**config.mk**
```make
export PLATFORM = sky130hd
export DESIGN_NAME = ukv_user_key_verify
export DESIGN_NICKNAME = d
export VERILOG_FILES = /design/src/logic/ukv_pkg.sv /design/src/logic/ukv_stream_if.sv /design/src/logic/ukv_user_key_verify.sv /design/src/logic/ukv_fifo.sv
export SDC_FILE = /design/constraint.sdc
export NUM_CORES = 1
export LEC_CHECK = 0
export ABC_AREA = 0
export BUFFER_PORTS_ARGS = -buffer_cell sky130_fd_sc_hd__buf_2
export CORE_MARGIN = 10
export CORE_UTILIZATION = 54
export CTS_CLUSTER_SIZE = 24
export DETAILED_ROUTE_END_ITERATION = 7
export PLACE_DENSITY_LB_ADDON = 0.15
export SLEW_MARGIN = 10
export SYNTH_ARGS = -nofsm -noshare
export SYNTH_HDL_FRONTEND = slang
export SYNTH_SLANG_ARGS = --single-unit
export TNS_END_PERCENT = 5
```
**constraint.sdc**
```tcl
create_clock -name CLOCK -period 6.62 [get_ports CLOCK]
set_clock_uncertainty 0.2 [all_clocks]
set_input_delay 0.993 -clock CLOCK [delete_from_list [all_inputs] [get_ports CLOCK]]
set_output_delay 0.993 -clock CLOCK [all_outputs]
set_load 0.02 [all_outputs]
```
**src/logic/ukv_pkg.sv**
```systemverilog
// Constants shared by the user key verify command block
package ukv_pkg;

   // ************************************************************
   // Framing bytes
   // ************************************************************
   localparam logic [7:0]  CMD_START        = 8'h01;
   localparam logic [7:0]  DATA_PACKET_START = 8'h81;
   localparam logic [7:0]  PACKET_END       = 8'h03;
   localparam logic [7:0]  CMD_CODE         = 8'h2b;
   localparam logic [7:0]  RESP_OK_CODE     = 8'h2b;
   localparam logic [7:0]  RESP_ERR_CODE    = 8'hab;
   localparam logic [7:0]  RESP_LEN_HIGH    = 8'h00;
   localparam logic [7:0]  RESP_LEN_LOW     = 8'h0a;
   localparam logic [7:0]  RESP_OK_SUM      = 8'hd6;
   localparam logic [31:0] UNUSED_CODE      = 32'hffffffff;

   // ************************************************************
   // Lengths and positions
   // ************************************************************
   localparam logic [15:0] CMD_LEN          = 16'h0006;
   localparam logic [15:0] MAX_FORMAT_LEN   = 16'h0100;
   localparam logic [15:0] BODY_CMD_IDX     = 16'h0000;
   localparam logic [15:0] BODY_ADDR_FIRST  = 16'h0001;
   localparam logic [15:0] BODY_ADDR_LAST   = 16'h0004;
   localparam logic [15:0] BODY_TYPE_IDX    = 16'h0005;
   localparam logic [3:0]  RESP_IDX_RES     = 4'h3;
   localparam logic [3:0]  RESP_IDX_STS     = 4'h4;
   localparam logic [3:0]  RESP_IDX_SUM     = 4'hd;
   localparam logic [3:0]  RESP_IDX_LAST    = 4'he;

   // ************************************************************
   // Status codes (values are arbitrary)
   // ************************************************************
   localparam logic [7:0]  STS_OK           = 8'h00;
   localparam logic [7:0]  STS_PACKET_ERR   = 8'hc1;
   localparam logic [7:0]  STS_CHECKSUM_ERR = 8'hc2;
   localparam logic [7:0]  STS_PARAM_ERR    = 8'hc3;
   localparam logic [7:0]  STS_ADDRESS_ERR  = 8'hd0;
   localparam logic [7:0]  STS_TRUSTED_ERR  = 8'hcc;

   // ************************************************************
   // Buffering
   // ************************************************************
   localparam int          TX_FIFO_WIDTH    = 8;
   localparam int          TX_FIFO_DEPTH    = 8;

   typedef enum logic [3:0] {
      ST_WAIT_START = 4'h0,
      ST_LEN_HIGH   = 4'h1,
      ST_LEN_LOW    = 4'h2,
      ST_BODY       = 4'h3,
      ST_SUM        = 4'h4,
      ST_END        = 4'h5,
      ST_PARAM      = 4'h6,
      ST_VERIFY     = 4'h7,
      ST_SEND       = 4'h8,
      ST_HANG       = 4'h9
   } ukv_state_e;

endpackage

```
**src/logic/ukv_stream_if.sv**
```systemverilog
// Valid/ready byte stream between the interpreter and its transmit buffer
`timescale 1ns/100ps
interface ukv_stream_if #(
   parameter int WIDTH = 8
);
   logic [WIDTH-1:0] data;
   logic             valid;
   logic             ready;

   modport source (output data, output valid, input ready);
   modport sink   (input data, input valid, output ready);
endinterface

```
**src/logic/ukv_user_key_verify.sv**
```systemverilog
// User key verify command interpreter: receive, check, verify, answer
`timescale 1ns/100ps

// ************************************************************
// User key verify command
// ************************************************************
module ukv_user_key_verify #(
   parameter int FIFO_DEPTH = ukv_pkg::TX_FIFO_DEPTH
) (
   input  wire logic        CLOCK,
   input  wire logic        RESETN,
   input  wire logic [7:0]  RX_DATA,
   input  wire logic        RX_VALID,
   output logic             RX_READY,
   output logic [7:0]       TX_DATA,
   output logic             TX_VALID,
   input  wire logic        TX_READY,
   input  wire logic [31:0] USER_AREA_START,
   input  wire logic [31:0] USER_AREA_END,
   input  wire logic [31:0] DATA_AREA_START,
   input  wire logic [31:0] DATA_AREA_END,
   input  wire logic [7:0]  USER_AREA_WRITE_UNIT,
   input  wire logic [7:0]  DATA_AREA_WRITE_UNIT,
   input  wire logic [31:0] ACCESS_LIMIT_LOW,
   input  wire logic [31:0] ACCESS_LIMIT_HIGH,
   output logic             VERIFY_REQ,
   output logic [31:0]      VERIFY_ADDR,
   output logic [7:0]       VERIFY_TYPE,
   input  wire logic        VERIFY_DONE,
   input  wire logic        VERIFY_MATCH,
   input  wire logic        VERIFY_FAULT,
   output logic             UNRESPONSIVE
);

   // ************************************************************
   // Helpers
   // ************************************************************
   // Key index size in bytes for each supported key type; zero means unsupported
   function automatic logic [15:0] key_index_size(input logic [7:0] kind);
      case (kind)
         8'h19, 8'h1f, 8'h28:                      key_index_size = 16'd68;
         8'h1a, 8'h1b, 8'h1d, 8'h23, 8'h26, 8'h27,
         8'hff:                                    key_index_size = 16'd52;
         8'h1c, 8'h21, 8'h22, 8'h29, 8'h2a, 8'h2b: key_index_size = 16'd84;
         8'h1e:                                    key_index_size = 16'd116;
         8'h20:                                    key_index_size = 16'd148;
         8'h24:                                    key_index_size = 16'd180;
         8'h25:                                    key_index_size = 16'd100;
         8'hfe:                                    key_index_size = 16'd292;
         default:                                  key_index_size = 16'd0;
      endcase
   endfunction

   function automatic logic in_range(input logic [32:0] lo,
                                     input logic [32:0] hi,
                                     input logic [31:0] start,
                                     input logic [31:0] stop);
      in_range = (lo >= {1'b0, start}) && (hi <= {1'b0, stop});
   endfunction

   // ************************************************************
   // State
   // ************************************************************
   ukv_pkg::ukv_state_e state_r;
   logic [15:0]         len_r;
   logic [15:0]         cnt_r;
   logic [7:0]          sum_r;
   logic [7:0]          cmd_r;
   logic [31:0]         key_address_field_r;
   logic [7:0]          key_type_r;
   logic [7:0]          sts_r;
   logic                ok_r;
   logic [3:0]          tx_idx_r;
   logic [7:0]          tx_sum_r;
   logic                verify_req_r;

   logic                rx_take;
   logic [7:0]          sum_nxt;
   logic [15:0]         ksize;
   logic [32:0]         range_end;
   logic                start_user;
   logic                start_data;
   logic                end_user;
   logic                end_data;
   logic                whole_user;
   logic                whole_data;
   logic [7:0]          area_write_unit;
   logic                misaligned;
   logic                reachable;
   logic [7:0]          param_sts;
   logic [7:0]          tx_byte;
   logic                tx_push;

   ukv_stream_if #(.WIDTH(ukv_pkg::TX_FIFO_WIDTH)) fill_s ();
   ukv_stream_if #(.WIDTH(ukv_pkg::TX_FIFO_WIDTH)) drain_s ();

   // ************************************************************
   // Receive side
   // ************************************************************
   // Ready only while a packet is being taken; idle during checks and answer
   assign RX_READY = (state_r == ukv_pkg::ST_WAIT_START) || (state_r == ukv_pkg::ST_LEN_HIGH)
                  || (state_r == ukv_pkg::ST_LEN_LOW) || (state_r == ukv_pkg::ST_BODY)
                  || (state_r == ukv_pkg::ST_SUM) || (state_r == ukv_pkg::ST_END);
   assign rx_take  = RX_VALID & RX_READY;
   assign sum_nxt  = sum_r + RX_DATA;

   // ************************************************************
   // Parameter checks
   // ************************************************************
   assign ksize      = key_index_size(key_type_r);
   assign range_end  = {1'b0, key_address_field_r} + {17'h00000, ksize} - 33'h000000001;
   assign start_user = in_range({1'b0, key_address_field_r}, {1'b0, key_address_field_r}, USER_AREA_START, USER_AREA_END);
   assign start_data = in_range({1'b0, key_address_field_r}, {1'b0, key_address_field_r}, DATA_AREA_START, DATA_AREA_END);
   assign end_user   = in_range(range_end, range_end, USER_AREA_START, USER_AREA_END);
   assign end_data   = in_range(range_end, range_end, DATA_AREA_START, DATA_AREA_END);
   assign whole_user = in_range({1'b0, key_address_field_r}, range_end, USER_AREA_START, USER_AREA_END);
   assign whole_data = in_range({1'b0, key_address_field_r}, range_end, DATA_AREA_START, DATA_AREA_END);
   assign area_write_unit        = start_data ? DATA_AREA_WRITE_UNIT : USER_AREA_WRITE_UNIT;
   // Write units are powers of two, so the grid test is a mask
   assign misaligned = (key_address_field_r[7:0] & (area_write_unit - 8'h01)) != 8'h00;
   assign reachable  = in_range({1'b0, key_address_field_r}, range_end, ACCESS_LIMIT_LOW, ACCESS_LIMIT_HIGH);

   // First failing check wins, in priority order
   always_comb begin
      if (ksize == 16'd0) begin
         param_sts = ukv_pkg::STS_PARAM_ERR;
      end else if (!whole_user && !whole_data) begin
         param_sts = ukv_pkg::STS_PARAM_ERR;
      end else if ((start_user && end_data) || (start_data && end_user)) begin
         param_sts = ukv_pkg::STS_PARAM_ERR;
      end else if (area_write_unit == 8'h00) begin
         param_sts = ukv_pkg::STS_PARAM_ERR;
      end else if (misaligned) begin
         param_sts = ukv_pkg::STS_PARAM_ERR;
      end else if (!reachable) begin
         param_sts = ukv_pkg::STS_ADDRESS_ERR;
      end else begin
         param_sts = ukv_pkg::STS_OK;
      end
   end

   // ************************************************************
   // Command sequencer
   // ************************************************************
   always_ff @(posedge CLOCK) begin
      if (!RESETN) begin
         state_r <= ukv_pkg::ST_WAIT_START;
         sts_r   <= ukv_pkg::STS_OK;
         ok_r    <= 1'b0;
      end else begin
         unique case (state_r)
            ukv_pkg::ST_WAIT_START: begin
               if (rx_take && RX_DATA == ukv_pkg::CMD_START) begin
                  state_r <= ukv_pkg::ST_LEN_HIGH;
               end
            end
            ukv_pkg::ST_LEN_HIGH: begin
               if (rx_take) begin
                  state_r <= ukv_pkg::ST_LEN_LOW;
               end
            end
            ukv_pkg::ST_LEN_LOW: begin
               if (rx_take) begin
                  state_r <= ({len_r[15:8], RX_DATA} == 16'h0000) ?
                             ukv_pkg::ST_SUM : ukv_pkg::ST_BODY;
               end
            end
            ukv_pkg::ST_BODY: begin
               if (rx_take && cnt_r == len_r - 16'h0001) begin
                  state_r <= ukv_pkg::ST_SUM;
               end
            end
            ukv_pkg::ST_SUM: begin
               if (rx_take) begin
                  state_r <= ukv_pkg::ST_END;
               end
            end
            ukv_pkg::ST_END: begin
               if (rx_take) begin
                  ok_r    <= 1'b0;
                  state_r <= ukv_pkg::ST_SEND;
                  if (cmd_r != ukv_pkg::CMD_CODE) begin
                     state_r <= ukv_pkg::ST_WAIT_START;
                  end else if (RX_DATA != ukv_pkg::PACKET_END) begin
                     sts_r <= ukv_pkg::STS_PACKET_ERR;
                  end else if (sum_r != 8'h00) begin
                     sts_r <= ukv_pkg::STS_CHECKSUM_ERR;
                  end else if (len_r == 16'h0000 || len_r > ukv_pkg::MAX_FORMAT_LEN) begin
                     sts_r <= ukv_pkg::STS_PACKET_ERR;
                  end else if (len_r != ukv_pkg::CMD_LEN) begin
                     sts_r <= ukv_pkg::STS_PACKET_ERR;
                  end else begin
                     state_r <= ukv_pkg::ST_PARAM;
                  end
               end
            end
            ukv_pkg::ST_PARAM: begin
               sts_r <= param_sts;
               // Errors skip verification and go straight to the answer
               state_r <= (param_sts == ukv_pkg::STS_OK) ?
                          ukv_pkg::ST_VERIFY : ukv_pkg::ST_SEND;
            end
            ukv_pkg::ST_VERIFY: begin
               if (VERIFY_FAULT) begin
                  state_r <= ukv_pkg::ST_HANG;
               end else if (VERIFY_DONE) begin
                  ok_r    <= VERIFY_MATCH;
                  sts_r   <= VERIFY_MATCH ? ukv_pkg::STS_OK
                                          : ukv_pkg::STS_TRUSTED_ERR;
                  state_r <= ukv_pkg::ST_SEND;
               end
            end
            ukv_pkg::ST_SEND: begin
               if (tx_push && tx_idx_r == ukv_pkg::RESP_IDX_LAST) begin
                  state_r <= ukv_pkg::ST_WAIT_START;
               end
            end
            ukv_pkg::ST_HANG: begin
               // Only a reset brings the block back
               state_r <= ukv_pkg::ST_HANG;
            end
            default: begin
               state_r <= ukv_pkg::ST_WAIT_START;
            end
         endcase
      end
   end

   // ************************************************************
   // Packet capture
   // ************************************************************
   always_ff @(posedge CLOCK) begin
      if (!RESETN) begin
         len_r      <= 16'h0000;
         cnt_r      <= 16'h0000;
         sum_r      <= 8'h00;
         cmd_r      <= 8'h00;
         key_address_field_r     <= 32'h00000000;
         key_type_r <= 8'h00;
      end else if (rx_take) begin
         unique case (state_r)
            ukv_pkg::ST_WAIT_START: begin
               sum_r <= 8'h00;
               cmd_r <= 8'h00;
            end
            ukv_pkg::ST_LEN_HIGH: begin
               len_r[15:8] <= RX_DATA;
               sum_r       <= sum_nxt;
            end
            ukv_pkg::ST_LEN_LOW: begin
               len_r[7:0] <= RX_DATA;
               sum_r      <= sum_nxt;
               cnt_r      <= 16'h0000;
            end
            ukv_pkg::ST_BODY: begin
               sum_r <= sum_nxt;
               cnt_r <= cnt_r + 16'h0001;
               if (cnt_r == ukv_pkg::BODY_CMD_IDX) begin
                  cmd_r <= RX_DATA;
               end
               if (cnt_r >= ukv_pkg::BODY_ADDR_FIRST && cnt_r <= ukv_pkg::BODY_ADDR_LAST) begin
                  key_address_field_r <= {key_address_field_r[23:0], RX_DATA};
               end
               if (cnt_r == ukv_pkg::BODY_TYPE_IDX) begin
                  key_type_r <= RX_DATA;
               end
            end
            ukv_pkg::ST_SUM: begin
               sum_r <= sum_nxt;
            end
            default: begin
               sum_r <= sum_r;
            end
         endcase
      end
   end

   // ************************************************************
   // Trusted subsystem request
   // ************************************************************
   // Read-only compare: no write path to memory exists here
   always_ff @(posedge CLOCK) begin
      if (!RESETN) begin
         verify_req_r <= 1'b0;
      end else if (state_r == ukv_pkg::ST_PARAM && param_sts == ukv_pkg::STS_OK) begin
         verify_req_r <= 1'b1;
      end else if (VERIFY_DONE || VERIFY_FAULT) begin
         verify_req_r <= 1'b0;
      end
   end

   assign VERIFY_REQ   = verify_req_r;
   assign VERIFY_ADDR  = key_address_field_r;
   assign VERIFY_TYPE  = key_type_r;
   assign UNRESPONSIVE = (state_r == ukv_pkg::ST_HANG);

   // ************************************************************
   // Answer builder
   // ************************************************************
   always_comb begin
      unique case (tx_idx_r)
         4'h0:                  tx_byte = ukv_pkg::DATA_PACKET_START;
         4'h1:                  tx_byte = ukv_pkg::RESP_LEN_HIGH;
         4'h2:                  tx_byte = ukv_pkg::RESP_LEN_LOW;
         ukv_pkg::RESP_IDX_RES: tx_byte = ok_r ? ukv_pkg::RESP_OK_CODE
                                              : ukv_pkg::RESP_ERR_CODE;
         ukv_pkg::RESP_IDX_STS: tx_byte = sts_r;
         ukv_pkg::RESP_IDX_SUM: tx_byte = ok_r ? ukv_pkg::RESP_OK_SUM
                                              : 8'(8'h00 - tx_sum_r);
         ukv_pkg::RESP_IDX_LAST: tx_byte = ukv_pkg::PACKET_END;
         4'h5, 4'h9:            tx_byte = ukv_pkg::UNUSED_CODE[31:24];
         4'h6, 4'ha:            tx_byte = ukv_pkg::UNUSED_CODE[23:16];
         4'h7, 4'hb:            tx_byte = ukv_pkg::UNUSED_CODE[15:8];
         4'h8, 4'hc:            tx_byte = ukv_pkg::UNUSED_CODE[7:0];
         default:               tx_byte = 8'h00;
      endcase
   end

   assign fill_s.data  = tx_byte;
   assign fill_s.valid = (state_r == ukv_pkg::ST_SEND);
   assign tx_push      = fill_s.valid & fill_s.ready;

   always_ff @(posedge CLOCK) begin
      if (!RESETN) begin
         tx_idx_r <= 4'h0;
         tx_sum_r <= 8'h00;
      end else if (state_r != ukv_pkg::ST_SEND) begin
         tx_idx_r <= 4'h0;
         tx_sum_r <= 8'h00;
      end else if (tx_push) begin
         tx_idx_r <= tx_idx_r + 4'h1;
         if (tx_idx_r != 4'h0 && tx_idx_r < ukv_pkg::RESP_IDX_SUM) begin
            tx_sum_r <= tx_sum_r + tx_byte;
         end
      end
   end

   // ************************************************************
   // Transmit buffer
   // ************************************************************
   // Host back-pressure fills the buffer and then stalls the answer builder
   ukv_fifo #(
      .WIDTH (ukv_pkg::TX_FIFO_WIDTH),
      .DEPTH (FIFO_DEPTH)
   ) u_tx_fifo (
      .clk   (CLOCK),
      .rst_n (RESETN),
      .in_s  (fill_s),
      .out_s (drain_s)
   );

   assign TX_DATA       = drain_s.data;
   assign TX_VALID      = drain_s.valid;
   assign drain_s.ready = TX_READY;

endmodule

```
**src/logic/ukv_fifo.sv**
```systemverilog
// Transmit FIFO with a registered output stage
`timescale 1ns/100ps
module ukv_fifo #(
   parameter int WIDTH = 8,
   parameter int DEPTH = 8
) (
   input  wire logic   clk,
   input  wire logic   rst_n,
   ukv_stream_if.sink   in_s,
   ukv_stream_if.source out_s
);
   localparam int AW = $clog2(DEPTH);

   logic [WIDTH-1:0] mem_r [DEPTH];
   logic [AW-1:0]    wr_ptr_r;
   logic [AW-1:0]    rd_ptr_r;
   logic [AW:0]      cnt_r;
   logic [WIDTH-1:0] data_r;
   logic             valid_r;
   logic             push;
   logic             pop;
   logic             load;
   logic             from_mem;
   logic             bypass;

   // Capacity counts the output stage, so full really means DEPTH words held
   assign in_s.ready = ({1'b0, cnt_r} + {{(AW+1){1'b0}}, valid_r}) < (AW+2)'(DEPTH);
   assign push       = in_s.valid & in_s.ready;
   assign pop        = valid_r & out_s.ready;
   assign load       = ~valid_r | pop;
   assign from_mem   = load & (cnt_r != '0);
   assign bypass     = load & (cnt_r == '0) & push;
   assign out_s.data  = data_r;
   assign out_s.valid = valid_r;

   always_ff @(posedge clk) begin
      if (push & ~bypass) begin
         mem_r[wr_ptr_r] <= in_s.data;
      end
   end

   always_ff @(posedge clk) begin
      if (!rst_n) begin
         wr_ptr_r <= '0;
         rd_ptr_r <= '0;
         cnt_r    <= '0;
      end else begin
         if (push & ~bypass) begin
            wr_ptr_r <= (wr_ptr_r == AW'(DEPTH-1)) ? '0 : wr_ptr_r + 1'b1;
         end
         if (from_mem) begin
            rd_ptr_r <= (rd_ptr_r == AW'(DEPTH-1)) ? '0 : rd_ptr_r + 1'b1;
         end
         cnt_r <= cnt_r + (AW+1)'(push & ~bypass) - (AW+1)'(from_mem);
      end
   end

   always_ff @(posedge clk) begin
      if (!rst_n) begin
         data_r  <= '0;
         valid_r <= 1'b0;
      end else if (load) begin
         valid_r <= from_mem | bypass;
         if (from_mem) begin
            data_r <= mem_r[rd_ptr_r];
         end else if (bypass) begin
            data_r <= in_s.data;
         end
      end
   end
endmodule

```
==> metrics.csv, run 1 <==
metric,value,unit
status,"finished, final reports clean",
syn_area,19800,sq um
netlist.area_leader.share,0.249,
synth_edf_count,64,
irDropWorstVdd,0.000179,V
dp_worst_setup_slack,-0.623,ns
drv_cap,0,
dp_hpwl,55500,um
wl_per_cell,21.2,um
coreArea,36400,sq um
final_common_cell,ha_1,
ys.flop_type,dfxtp_1,
firstDrtPassIters,5,
grt_use_met3,0.0424,
ys_ff_latch,197,
grt_use_met1,0.400,
cts_tree,built,
drive_gt1_frac,0.210,
die_x,212,um
cts_root_buffer,clkbuf_16,
grt_overflow,0,
portBuffers,274,
syn-num-nets,2982,
syn_area_per_cell,8.41,sq um
cp_max_fo,6,
drc,0,
grt_max_degree,63,
via_per_inst,5.97,
layout_common_cells,"ha_1, inv_1, buf_2, nand2_1, a21oi_1",
nFillCells,3106,
grt_usage,0.298,
grt_pass1_wl,105000,um
ys_seq_area_frac,0.231,
grt_pass1_vias,19000,
drtIter0Drc,1450,
slowest_delay,0.58,ns
worstPathRequired,6.77,ns
path_clk_slew,0.09,ns
cp_num_buf_inv,4,
cp.arrival,6.73,ns
min_period,6.58,ns
io-pin-count,275,
antenna_found_initial,2,
setup_violations,0,
nets,3378,
routed_wl,68500,um
clock-sinks,197,
clock.fmax,152,MHz
dieArea,44800,sq um
h-tree-depth,4,
antenna_left,0,
initial_core_util,0.545,
cts_made_buffers,17,
critPathLaunchType,flop,
synth_area_leaders,"ha_1, dfxtp_1, edfxtp_1",
setup.worst_path.class,flop to flop,
whs,0.305,ns
routabilityCongestion,1.00,
total_power,3.24,mW
yosysWarningCount,0,
fin_crit_sh,0.994,
setup_ws,0.0408,ns
cp-end-kind,flop,
fp.dieH,212,um
hold_viol,0,
critPathTopFamily,compound AO/OA/AOI/OAI gates,
synth_cells,2360,
num_vias,19300,
final-max-slew-violation-count,0,
synth_area_leader_cell,ha_1,
grtUsageMet2,0.485,
num_rows,70,
min_path_type,flop to flop,
tightest_slew,1.17,ns
max_slew_margin,0.217,
clk_path_buf_depth,2,
crit_slowest_cell,or4_4,
synth.distinct_cells,85,
rsz0062_at_grt,true,
rrSetupSlack,0.04,ns
p_per_area,136,nW/um^2
grt_busiest_layer,met2,
clk_latency,0.46,ns
synthArstFlopShare,0,
cp_common_cell,buf_4,
syn2layout_area_growth,20.2,%
utilization,0.655,
p_leak,11.4,nW
## through the flow
step                area [sq um]  TNS [ns]  std cells
CTS                        23500         0       3222
detailed placement         22700     -4.80       3188
finish                     23900         0       3239
global placement           22700     -3.96       3188
global route               23900    -0.936       3238
floorplan                  19800         0       2360
## path summary, 6_finish.rpt
| check | cells after the start | start | end |
|---|---|---|---|
| max | 31 | VERIFY_TYPE[2] | sts_r[6] |
| min reg2reg | 2 | len_r[6] | len_r[6] |
| max reg2reg | 31 | VERIFY_TYPE[2] | sts_r[6] |
| min | 2 | len_r[6] | len_r[6] |
## Yosys cell counts, drive strengths merged (24+ instances only)
library cell / number
nand2b: 24
a211oi: 24
clkbuf: 47
edfxtp: 64
nand2: 158
and2: 38
nor4: 25
mux2i: 44
dfxtp: 133
nor2: 147
nor2b: 68
o21ai: 135
nand3: 49
a21oi: 166
nor3: 44
o211ai: 25
xnor2: 51
ha: 395
a21o: 50
inv: 282
nand4: 61
xor2: 34
## repair_timing
item	in CTS	in global routing
setup endpoints to repair	9	9
pin swaps	13	58
hold buffers	0	0
resized for setup	35	69
gates cloned	0	1
setup buffers	2	15
## power breakdown
group          internal [mW]  switching (mW)
clock network          0.536           0.595
registers               1.29          0.0781
logic                  0.343           0.404
## flip-flops by register name, indices dropped and copies added, names as in the netlist, 5 cells and up, named ones only
name,count
cmd_r,8
sum_r,8
u_tx_fifo.mem_r,64
len_r,16
tx_sum_r,8
u_tx_fifo.out_s.data,8
sts_r,5
VERIFY_ADDR,32
VERIFY_TYPE,8
cnt_r,16
## layer usage
layer / routed length (um) / share of wire
met2: 31200 / 0.45
met4: 1990 / 0.029
met3: 5150 / 0.075
met5: 0 / 0
met1: 30200 / 0.44
## tightest hold or removal path, stage by stage, from the launching register on
cell and delay [ns]:
dfxtp_1 0.34, nand2_1 0.06, a21boi_0 0.07
## layout make-up
cell class              instances  area [sq um]  share of cell area
clock inverters                15           220             0.00923
multi-input cells            1826         14400               0.604
repair buffers                431          2570               0.108
flip-flops and latches        197          4590               0.192
well taps                     468           586              0.0245
diodes                          2          5.00            0.000210
inverters                     283          1060              0.0445
clock buffers                  17           425              0.0178
## cell families after synthesis
logic type,synth area share
AOI/OAI and AO/OA,0.181
adders and majority gates,0.253
buffers and inverters,0.0646
DFF,0.231
xor gates and xnor gates,0.0375
muxes,0.0426
and+or+nand+nor,0.190
No activity file was read; power rests on OpenSTA's default activity.
==> run 2: changes to the inputs <==
--- a/config.mk
+++ b/config.mk
@@ -11,7 +11,8 @@
 export CORE_UTILIZATION = 54
 export CTS_CLUSTER_SIZE = 24
 export DETAILED_ROUTE_END_ITERATION = 7
-export PLACE_DENSITY_LB_ADDON = 0.15
+export PLACE_DENSITY = 0.86
+export SKIP_LAST_GASP = 1
 export SLEW_MARGIN = 10
 export SYNTH_ARGS = -nofsm -noshare
 export SYNTH_HDL_FRONTEND = slang
==> metrics.csv, run 2 (synthesis gave the netlist of run 1 again) <==
metric,value,unit
cp-end-kind,flop,
grt_use_met1,0.383,
r2r-start,VERIFY_TYPE[3],
fin_crit_sh,1.01,
portBuffers,274,
swShare,0.341,
clock.fmax,149,MHz
p_per_area,138,nW/um^2
rsz0062_at_grt,true,
seq_power_share,0.405,
via_per_inst,6.22,
worstPathRequired,6.76,ns
utilization,0.661,
setup.worst_path.class,flop to flop,
h-tree-depth,4,
hold_viol,0,
final-max-slew-violation-count,0,
min_path_type,flop to flop,
power.internal,2.18,mW
rrSetupSlack,-0.07,ns
drtIter0Drc,2001,
antenna_found_initial,5,
cts_tree,built,
multi_input_area,14500,sq um
clk_path_buf_depth,2,
grt_max_degree,74,
cts_root_buffer,clkbuf_16,
clock-sinks,197,
p_sw,1.13,mW
io-pin-count,275,
num_vias,20200,
tightest_slew,1.26,ns
dp_hpwl,56000,um
path_depth,36,
grt_use_met3,0.0543,
grt_pass1_wl,108000,um
cp.arrival,6.84,ns
num_rows,70,
status,"finished, violations left",
drive_gt1_frac,0.218,
final_cell_area,24100,sq um
cp_max_fo,7,
grt_busiest_layer,met2,
whs,0.294,ns
p_leak,11.5,nW
nets,3392,
initial_core_util,0.545,
path_clk_slew,0.09,ns
seq_area,4590,sq um
power_frac_clock,0.357,
instances_no_fill,3252,
setup_violations,5,
grt_usage,0.304,
critPathTopFamily,compound AO/OA/AOI/OAI gates,
clk_latency,0.46,ns
dp_cells,3201,
critPathLaunchType,flop,
crit_end,sts_r[4],
postPlaceCellArea,22700,sq um
crit_start,VERIFY_TYPE[3],
drc,0,
coreArea,36400,sq um
wl_per_cell,21.9,um
drv_cap,0,
dieArea,44800,sq um
final_common_cell,ha_1,
antenna_left,0,
min_period,6.69,ns
nFillCells,2899,
timing.rr.end,sts_r[4],
total_power,3.32,mW
dp_worst_setup_slack,-0.528,ns
irDropWorstVdd,0.000211,V
grtUsageMet2,0.492,
fp.dieH,212,um
violations,negative setup slack,
layout_common_cells,"ha_1, inv_1, buf_2, buf_4, nand2_1",
combPwrFrac,0.238,
grt_overflow,0,
max_slew_margin,0.148,
firstDrtPassIters,7,
setup_ws,-0.0742,ns
routed_wl,71100,um
reg2reg_depth,36,
cp_num_buf_inv,9,
crit_slowest_cell,dfxtp_2,
slowest_delay,0.33,ns
hold_buffers,0,
cts_made_buffers,17,
regMostFlops,u_tx_fifo.mem_r,
routabilityCongestion,1.01,
die_x,212,um
final.setup.tns,-0.179,ns
largest_reg_flops,64,
syn2layout_area_growth,21.4,%
grt_pass1_vias,19900,
==> run 2: layout make-up <==
cell class              instances  share of cell area
flip-flops and latches        197               0.191
clock buffers                  17              0.0177
repair buffers                445               0.112
multi-input cells            1826               0.602
diodes                          1            0.000104
inverters                     283              0.0441
clock inverters                15             0.00987
well taps                     468              0.0243
==> run 2: power by group through the flow <==
| stage | clock network [mW] | registers (mW) | logic (mW) |
|---|---|---|---|
| after floorplan | 0 | 1.37 | 0.475 |
| after global placement | 0 | 1.36 | 0.720 |
| after detailed placement | 0 | 1.37 | 0.763 |
| after CTS | 1.18 | 1.34 | 0.770 |
| after global routing | 1.22 | 1.35 | 0.865 |
| final | 1.18 | 1.34 | 0.790 |
==> run 2: worst register-to-register path, delay by kind of cell, from the launching register on <==
| kind | cells | cell delay [ns] |
|---|---|---|
| DFF | 1 | 0.33 |
| xor gates and xnor gates | 1 | 0.10 |
| adders and majority gates | 3 | 0.76 |
| buffers and inverters | 9 | 1.21 |
| AOI/OAI and AO/OA | 15 | 2.68 |
| and+or+nand+nor | 8 | 1.30 |
==> run 2: how the worst min path moves through the flow <==
stage / start / endpoint / cells after the start
3_3_place_gp: u_tx_fifo.rd_ptr_r[1] / u_tx_fifo.rd_ptr_r[1] / 2
5_1_grt: VERIFY_REQ / VERIFY_REQ / 2
6_report: VERIFY_REQ / VERIFY_REQ / 2
2_1_floorplan: u_tx_fifo.rd_ptr_r[1] / flop / 2
3_5_place_dp: VERIFY_REQ / VERIFY_REQ / 2
4_1_cts: VERIFY_REQ / VERIFY_REQ / 2
==> run 2: repair_timing <==
action / CTS / global route
setup endpoints to repair: 9 / 9
gates resized for setup: 52 / 67
pin swaps: 28 / 57
buffers inserted: 7 / 11
==> run 2: routing by layer <==
layer	vias to the layer above	wire [um]
li1	9382	-
met1	9447	27900
met2	1149	32100
met3	246	7290
met4	6	3850
met5	-	46
